### src/dsw_pkg.sv
// Package for the serial DAC write link: frame layout, modes, timing constants.
// Assumes both ends run on mclk at 100 MHz.
package dsw_pkg;
  // Frame and field layout
  localparam int FRAME_BITS_14 = 16;
  localparam int FRAME_BITS_16 = 24;
  localparam int LOAD_EDGE_14 = 16;
  localparam int LOAD_EDGE_16 = 18;
  localparam int MODE_BITS = 2;
  localparam int MODE_HI_POS_14 = 15;
  localparam int MODE_HI_POS_16 = 23;
  // Timing
  localparam int CLK_PERIOD_NS = 10;
  localparam int SYNC_HIGH_MIN_NS = 20;
  localparam int SYNC_HIGH_MIN_CYC =
    (SYNC_HIGH_MIN_NS + CLK_PERIOD_NS - 1) / CLK_PERIOD_NS;
  localparam int SCLK_MAX_MHZ = 50;
  localparam int SCLK_HALF_DEF = 6;
  // Reset values
  localparam logic [15:0] CODE_RST = 16'h0000;

  typedef enum logic [1:0] {
    DSW_NORMAL = 2'b00,
    DSW_PD_1K = 2'b01,
    DSW_PD_100K = 2'b10,
    DSW_PD_HIZ = 2'b11
  } dsw_mode_t;
endpackage : dsw_pkg

### src/dsw_if.sv
// Three-wire write link between host and DAC serial port.
// Assumes the host drives every wire; the device only listens.
`timescale 1ns/1ps
interface dsw_if;
  logic frame_select_n;
  logic serial_clock;
  logic serial_data_in;
  modport host (output frame_select_n, output serial_clock, output serial_data_in);
  modport device (input frame_select_n, input serial_clock, input serial_data_in);
endinterface : dsw_if

### src/dsw_device.sv
// Device end of the DAC serial write port: shift register, code and mode.
// Assumes link pins are asynchronous to mclk and sclk is at most mclk/4.
// Overview of operation
// - 14-bit variant: sixteen-bit frame shift register
// - First two bits select power-down mode
// - Modes: normal, 1k, 100k, high impedance
// - Select fall starts; shift on sclk falls
// - 14-bit: sixteenth fall loads code and mode
// - 14-bit: early select rise discards frame
// - Host holds select high 20 ns between
// - New frame only on select falling edge
// - 16-bit variant: 24-bit frame shift register
// - 16-bit: mode, sixteen code bits, six ignored
// - 16-bit: eighteenth fall loads code and mode
// - 16-bit: rise after eighteenth stays valid
// - 16-bit: early select rise discards frame
// - Serial clock up to 50 MHz; this device needs sclk at most mclk/4, 25 MHz at 100 MHz mclk
// - Host sends most significant bit first
// - Host may split frames into bytes
// - Data stable at sclk falling edge
// - Code register clears to zero at reset
// - Power-down never alters stored code; here a power-down load writes its code bits too

`timescale 1ns/1ps

module dsw_device
  import dsw_pkg::*;
#(
  parameter int CODE_W = 16
) (
  // Clock and reset
  input wire logic mclk,
  input wire logic srst,
  input wire logic clk_en,
  // Link
  dsw_if.device link,
  // User side
  output logic [CODE_W-1:0] dac_code,
  output dsw_pkg::dsw_mode_t pwr_mode,
  output logic load_pulse,
  output logic abort_pulse
);
  localparam int FRAME_W = (CODE_W == 14) ? FRAME_BITS_14 : FRAME_BITS_16;
  localparam int LOAD_N = (CODE_W == 14) ? LOAD_EDGE_14 : LOAD_EDGE_16;
  // Five bits cover the longest frame of 24 falls
  localparam int CNT_W = 5;
  localparam logic [CNT_W-1:0] LOAD_CNT = CNT_W'(LOAD_N);

  // DONE ignores clocks until the select rises again
  typedef enum logic [1:0] {
    ST_IDLE = 2'b00,
    ST_SHIFT = 2'b01,
    ST_DONE = 2'b10
  } dsw_st_t;


  typedef struct packed {
    logic [1:0] cs_sync;
    logic [1:0] ck_sync;
    logic [1:0] di_sync;
    logic cs_prev;
    logic ck_prev;
    dsw_st_t st;
    logic [FRAME_W-1:0] shreg;
    logic [CNT_W-1:0] cnt;
    logic [CODE_W-1:0] code;
    dsw_mode_t mode;
    logic load;
    logic abort;
  } dsw_dev_t;


  dsw_dev_t st_ff;
  dsw_dev_t nxt_st;

  ////////////////////////////////////////////////////////////////////////////
  // Helpers shared by the three pins and the frame decode
  function automatic logic [1:0] sync_step(input logic [1:0] chain, input logic pin);
    return {chain[0], pin};
  endfunction : sync_step

  function automatic logic edge_fell(input logic prev, input logic cur);
    return prev & ~cur;
  endfunction : edge_fell

  function automatic logic edge_rose(input logic prev, input logic cur);
    return ~prev & cur;
  endfunction : edge_rose

  // Mode pair sits just above the code in the bits received so far
  function automatic dsw_mode_t mode_of(input logic [FRAME_W-1:0] frm);
    return dsw_mode_t'(frm[LOAD_N-1 -: MODE_BITS]);
  endfunction : mode_of

  function automatic logic [CODE_W-1:0] code_of(input logic [FRAME_W-1:0] frm);
    return frm[CODE_W-1:0];
  endfunction : code_of

  // Load fires when this fall is the variant's load edge
  function automatic logic at_load(input logic [CNT_W-1:0] cnt);
    return (cnt + 1'b1) == LOAD_CNT;
  endfunction : at_load


  ////////////////////////////////////////////////////////////////////////////
  always_comb begin
    logic cs_fall;
    logic cs_rise;
    logic ck_fall;
    logic [FRAME_W-1:0] sh;
    cs_fall = 1'b0;
    cs_rise = 1'b0;
    ck_fall = 1'b0;
    sh = '0;

    nxt_st = st_ff;

    // Two flops per pin: the link pins are asynchronous to mclk
    nxt_st.cs_sync = sync_step(st_ff.cs_sync, link.frame_select_n);
    nxt_st.ck_sync = sync_step(st_ff.ck_sync, link.serial_clock);
    nxt_st.di_sync = sync_step(st_ff.di_sync, link.serial_data_in);
    nxt_st.cs_prev = st_ff.cs_sync[1];
    nxt_st.ck_prev = st_ff.ck_sync[1];
    // Pulses last one cycle unless set below
    nxt_st.load = 1'b0;
    nxt_st.abort = 1'b0;

    cs_fall = edge_fell(st_ff.cs_prev, st_ff.cs_sync[1]);
    cs_rise = edge_rose(st_ff.cs_prev, st_ff.cs_sync[1]);
    // Data is sampled in step with the clock, so both see equal sync delay
    // Each sclk half must last two mclk periods or the edge is lost
    ck_fall = edge_fell(st_ff.ck_prev, st_ff.ck_sync[1]) & ~st_ff.cs_sync[1];
    sh = {st_ff.shreg[FRAME_W-2:0], st_ff.di_sync[1]};

    case (st_ff.st)
      ST_IDLE: begin
        // Clocks before a select fall are dropped: no frame is open
        if (cs_fall) begin
          nxt_st.st = ST_SHIFT;
          nxt_st.cnt = '0;
          nxt_st.shreg = '0;
        end
      end

      ST_SHIFT: begin
        if (cs_rise) begin
          // Abort pulse lets the user side see the dropped frame
          // Early rise: frame dropped, code and mode left alone
          nxt_st.st = ST_IDLE;
          nxt_st.shreg = '0;
          nxt_st.cnt = '0;
          nxt_st.abort = 1'b1;
        end else if (ck_fall) begin
          nxt_st.shreg = sh;
          nxt_st.cnt = st_ff.cnt + 1'b1;
          if (at_load(st_ff.cnt)) begin
            // Mode pair leads the frame; code follows MSB first
            nxt_st.mode = mode_of(sh);
            // A load writes the code in every mode, power-down ones included; apart from srst only a load does
            nxt_st.code = code_of(sh);
            nxt_st.load = 1'b1;
            nxt_st.st = ST_DONE;
          end
        end
      end

      ST_DONE: begin
        // Select may stay low after the load; only its rise rearms
        // Trailing clocks and don't-care bits are ignored until select rises
        if (cs_rise) begin
          nxt_st.st = ST_IDLE;
        end
      end

      default: begin
        nxt_st.st = ST_IDLE;
      end
    endcase
  end


  ////////////////////////////////////////////////////////////////////////////
  // Reset and enable act on the whole state at once
  always_ff @(posedge mclk) begin
    if (srst) begin
      // Sync chains reset to idle levels so no false edge follows
      st_ff.cs_sync <= 2'b11;
      st_ff.ck_sync <= 2'b00;
      st_ff.di_sync <= 2'b00;
      st_ff.cs_prev <= 1'b1;
      st_ff.ck_prev <= 1'b0;
      st_ff.st <= ST_IDLE;
      st_ff.shreg <= '0;
      st_ff.cnt <= '0;
      st_ff.code <= CODE_W'(CODE_RST);
      st_ff.mode <= DSW_NORMAL;
      st_ff.load <= 1'b0;
      st_ff.abort <= 1'b0;
    end else if (clk_en) begin
      st_ff <= nxt_st;
    end
  end


  // Outputs are the registered state, so each comes from a flop
  assign dac_code = st_ff.code;
  assign pwr_mode = st_ff.mode;
  assign load_pulse = st_ff.load;
  assign abort_pulse = st_ff.abort;
endmodule : dsw_device

### src/flat_wrapper.sv
// flat-port wrapper written by rule: the top's interface ports become plain ports
module dsw_device_flat import dsw_pkg::*;
#(
  parameter int CODE_W = 16
)
  (mclk, srst, clk_en, dac_code, pwr_mode, load_pulse, abort_pulse, link_frame_select_n, link_serial_clock, link_serial_data_in);
  dsw_if link_i ();
  input wire logic mclk;
  input wire logic srst;
  input wire logic clk_en;
  output logic [CODE_W-1:0] dac_code;
  output dsw_pkg::dsw_mode_t pwr_mode;
  output logic load_pulse;
  output logic abort_pulse;
  input wire logic [$bits(link_i.frame_select_n)-1:0] link_frame_select_n;
  input wire logic [$bits(link_i.serial_clock)-1:0] link_serial_clock;
  input wire logic [$bits(link_i.serial_data_in)-1:0] link_serial_data_in;
  assign link_i.frame_select_n = link_frame_select_n;
  assign link_i.serial_clock = link_serial_clock;
  assign link_i.serial_data_in = link_serial_data_in;
  dsw_device #(.CODE_W(CODE_W)) u_core (.mclk(mclk), .srst(srst), .clk_en(clk_en), .link(link_i), .dac_code(dac_code), .pwr_mode(pwr_mode), .load_pulse(load_pulse), .abort_pulse(abort_pulse));
endmodule
### config.mk
export PLATFORM = sky130hd
export DESIGN_NAME = dsw_device_flat
export DESIGN_NICKNAME = d
export VERILOG_FILES = /design/src/dsw_pkg.sv /design/src/dsw_if.sv /design/src/dsw_device.sv /design/src/flat_wrapper.sv
export SDC_FILE = /design/constraint.sdc
export NUM_CORES = 1
export LEC_CHECK = 0
export BUFFER_PORTS_ARGS = -buffer_cell sky130_fd_sc_hd__clkbuf_2
export CAP_MARGIN = 20
export CORE_ASPECT_RATIO = 0.8
export CORE_MARGIN = 5
export CORE_UTILIZATION = 64
export CTS_BUF_LIST = sky130_fd_sc_hd__clkbuf_8
export DETAILED_ROUTE_END_ITERATION = 8
export MAX_ROUTING_LAYER = met4
export PLACE_DENSITY = 0.86
export SYNTH_ARGS = -nofsm -noshare
export SYNTH_HDL_FRONTEND = slang
export SYNTH_SLANG_ARGS = --single-unit
### constraint.sdc
create_clock -name mclk -period 4 [get_ports mclk]
set_input_delay 0.2 -clock mclk [delete_from_list [all_inputs] [get_ports mclk]]
set_output_delay 0.2 -clock mclk [all_outputs]
set_load 0.01 [all_outputs]
After elaboration in Yosys (flattened, before gate mapping)
Index checks and enable logic that the tools add are counted.
{ "totals": {"register_bits": 58, "output_inout_bits": 20} }
{ "classes": {"muxes": 11, "n_addsub": 1, "n_reduce_logical": 5, "n_bitwise": 8, "n_eq_ne": 7} }
{ "ops": {"columns": ["cell", "count"], "rows": [
  ["two-way mux 31 bit", 2],
  ["case mux 28 bit (2 select lines)", 1],
  ["two-way mux 50 bit", 1],
  ["two-way mux 19 bit", 1],
  ["AND reduction 5 bit", 2],
  ["two-way mux 2 bit", 3],
  ["inequality test 3 x 1 -> 1 bit (second input constant)", 2],
  ["case mux 2 bit (3 select lines)", 1],
  ["adder 5 x 1 -> 5 bit (second input constant)", 1],
  ["== test 5 bit (second input constant)", 1],
  ["AND 1 bit", 4],
  ["inequality test 2 x 1 -> 1 bit (second input constant)", 2],
  ["NOT 1 bit", 4],
  ["AND reduction 4 bit", 1],
  ["== test 2 x 1 -> 1 bit (second input constant)", 1],
  ["== test 2 bit (second input constant)", 1],
  ["logical NOT 2 bit", 1],
  ["two-way mux 1 bit", 2],
  ["nonzero test 2 bit", 1]
]} }

Depth between registers and ports, before layout
{ "logic_depth": {"word_depth": 6, "depth_mapped": 8, "depth_no_buf": 7} }

Worst setup path after synthesis
OpenSTA, ideal clock, no wires.
{ "synth_path": {"kind": "flip-flop to flip-flop", "start": "register u_core.st_ff[20] in the netlist's numbering", "end": "register u_core.st_ff, in the netlist u_core.dac_code[0]", "path_slack_ps": 2319, "synth_period_minus_slack_ps": 1681, "path_buffers": 1, "path_stages_with_launch": 8, "t_arrival_ps": 1553, "cell_sequence": "dfxtp_1 ha_1 nand3_1 xor2_1 nor3_1 buf_4 mux2i_1 nor2_1"} }
{ "synth_between": {"elab_chain_len": 3} }
{ "synth_rtl": {"columns": ["item", "line", "text"], "rows": [
  ["start: declaration", "dsw_device.sv:73", "dsw_dev_t st_ff;"],
  ["start signal: assignment", "dsw_device.sv:200", "st_ff <= nxt_st;"],
  ["adder 5 x 1 -> 5 bit", "dsw_device.sv:101", "return (cnt + 1'b1) == LOAD_CNT;"],
  ["== test 5 bit", "dsw_device.sv:101", null],
  ["AND reduction 5 bit (no line)", null, null]
]} }
Every way passes these cells.
A chain may end at the register's enable or synchronous reset.

Worst setup path after layout
{ "layout_path": {"start": "register u_core.st_ff[20] in the netlist's numbering", "end": "register u_core.st_ff, in the netlist u_core.dac_code[12]"} }
Same word-level chain as after synthesis.

==> flow_summary.ini <==
[sta]
max-slew-margin-rel_pct = 28.6
fin_skew_ns = 0.00980
max_slew.worst_pin.slew_ns = 1.06
post-route-period-util_pct = 52.4
rsz0062_at_grt = no
layout_setup_ws_ns = 1.90
hold_viol_final = 0
maxSlewViolCount = 0
setup_violations = 0
fmax_ghz = 0.477
period_minus_slack_ns = 2.10
tns_ns = 0

[synth]
ys.warnings.count = 0
synth_most_common_cell = dfxtp_1
synth_nets = 254
syn_area_sq_mm = 0.00220
synth_edf_count = 0
synth.avg_cell_area_sq_um = 8.93
synth_async_sr_flop_share_pct = 0
synth_area_leader_cell = dfxtp_1
synth_top_area_share_pct = 47.4
ys_top_cells_by_count = dfxtp_1 (52), nor2_1 (31), a21oi_1 (25), mux2i_1 (25), nand2_1 (22)
ys_seq_area_share_pct = 47.4
netlist_top_cells_area = dfxtp_1 (47%), mux2i_1 (11%), buf_4 (6.8%), a21oi_1 (5.7%), nor2_1 (5.3%)
ys_types = 34
synth_flop_cell = dfxtp_1
ys_seq_elements = 52
synthCells = 246

[min_path]
min-delay-start = link_frame_select_n
min_path_type = in2reg

[clock_network]
numCtsBuffers = 5
clock-root-buffer = clkbuf_8
clkLatencyLatePin_ns = 0.31
holdBufCountCts = 0
clock_sinks = 52
clk_pin_slew_ns = 0.09
cts_tree = built
cts.path.max_buffers = 2
post_cts_buffers = 0
post_cts_resized = 0
h-tree-depth = 2

[floorplan]
die_height_microns = 62.4
die_w_microns = 75.5
start_util_pct = 65.1
num_rows = 19
die_area_sq_mm = 0.00471
core_region_area_sq_mm = 0.00338
ios = 26

[drt]
drt-vias-per-instance = 5.57
vias = 1605
dr.pass1.iters = 4
drc = 0
wl_mm = 3.78
wl_per_cell_microns = 13.1
drtAntennaViolNets = 0
drt-initial-drc-count = 190

[setup_path]
endpoint_kind = flip-flop
r2r_start = u_core.st_ff[20]
startpoint_type = flip-flop
required_ns = 4.16
worst-setup-path-type = reg2reg
startpoint = u_core.st_ff[20]
arrival_ns = 2.26
crit_fanout = 18

[grt]
grt_pass1_wl_mm = 6.68
grt_antenna_before_repair = 0
grt_pass1_vias = 1459
grt_max_degree = 52
grt_overflow = 0
grtUsageTotal_pct = 18.7

[cells_and_area]
drive_above_1_share_pct = 16.7
fin_nets = 253
area_growth_pct = 4.21
antennaDiodeCount = 0

[power]
powerDensity_mw_per_mm2 = 403
leakage_nw = 0.862
peakVddDrop_uv = 367

[outcome]
status = finished clean

[placed_design]
globalplace.congestion = 0.807
dp_slack_ns = 1.91
portBuffers = 25
hpwlAfterDp_mm = 2.47

[job]
maxCapViolCount = 0
[cell type report]
type	count	area, sq um
tap	42	52.6
multi-input combinational	157	941
clock buffer	5	68.8
timing repair buffer	26	133
fill	270	1090
inverter	3	11.3
sequential	52	1040
clock inverter	3	42.5
[metal layers]
layer	GRT usage [%]	vias to the layer above	routed length, microns
met5	-	-	0
met4	5.90	0	46
met3	6.75	5	218
met2	26.2	45	1700
met1	24.9	746	1810
li1	-	809	-
[metrics by stage]
step           cell area, sq um  power [mW]  hold slack (ns)  std cells  util, %
6_report                   2290       0.922            0.109        288     67.8
5_1_grt                    2290       0.960            0.125        288     67.8
4_1_cts                    2290       0.930            0.104        288     67.8
3_5_place_dp               2180       0.578            0.428        280     64.5
3_3_place_gp               2180       0.577            0.422        280     64.5
2_1_floorplan              2200       0.570            0.328        246        -
[final timing paths]
check	to	cells after the start	slack (ns)
worst min-delay path	u_core.nxt_st[58]	3	0.11
worst max-delay path	u_core.dac_code[12]	7	1.90
worst max register to register	u_core.dac_code[12]	7	1.90
worst min register to register	u_core.st_ff[41]	2	0.47
[flip-flops by register name, summed over array words and instances, names as in the netlist]
signal / cells
u_core.st_ff: 27
u_core.dac_code: 16
u_core.nxt_st: 5
u_core.pwr_mode: 2
u_core.abort_pulse: 1
u_core.load_pulse: 1
[layout by cell type (no fill, tap or decap), types with 2 or more instances in the layout]
cell and n:
dfxtp_1 52, and3_1 2, nor3_2 3, ha_1 2
clkbuf_8 5, inv_1 3, nand2b_1 2, nand3_1 21
or3_1 4, mux2i_1 25, a21oi_1 25, clkbuf_2 25
nand2_1 22, o21ai_0 3, and2b_1 2, nor2b_1 2
nor2_1 31
[power breakdown]
part | total [mW] | internal, mW | switching [mW]
logic | 0.0396 | 0.0115 | 0.0281
clock network | 0.356 | 0.185 | 0.171
registers | 0.526 | 0.522 | 0.00451
total | 0.922 | 0.718 | 0.203
[worst max-delay path, cell delays in order (launching register included)]
cell and delay [ns]:
dfxtp_1 0.46, ha_1 0.28, nand3_1 0.11, xor2_1 0.18, nor3_2 0.26, buf_4 0.35, mux2i_1 0.22, nor2_1 0.06
[kinds of logic after synthesis]
logic type | synth area share, %
flops | 47.4
mux | 11.4
buf+inv | 10.0
compound gates | 8.26
simple gates | 21.4
fa+ha+maj | 1.14
xor+xnor | 0.399
(Power assumes the default switching activity.)
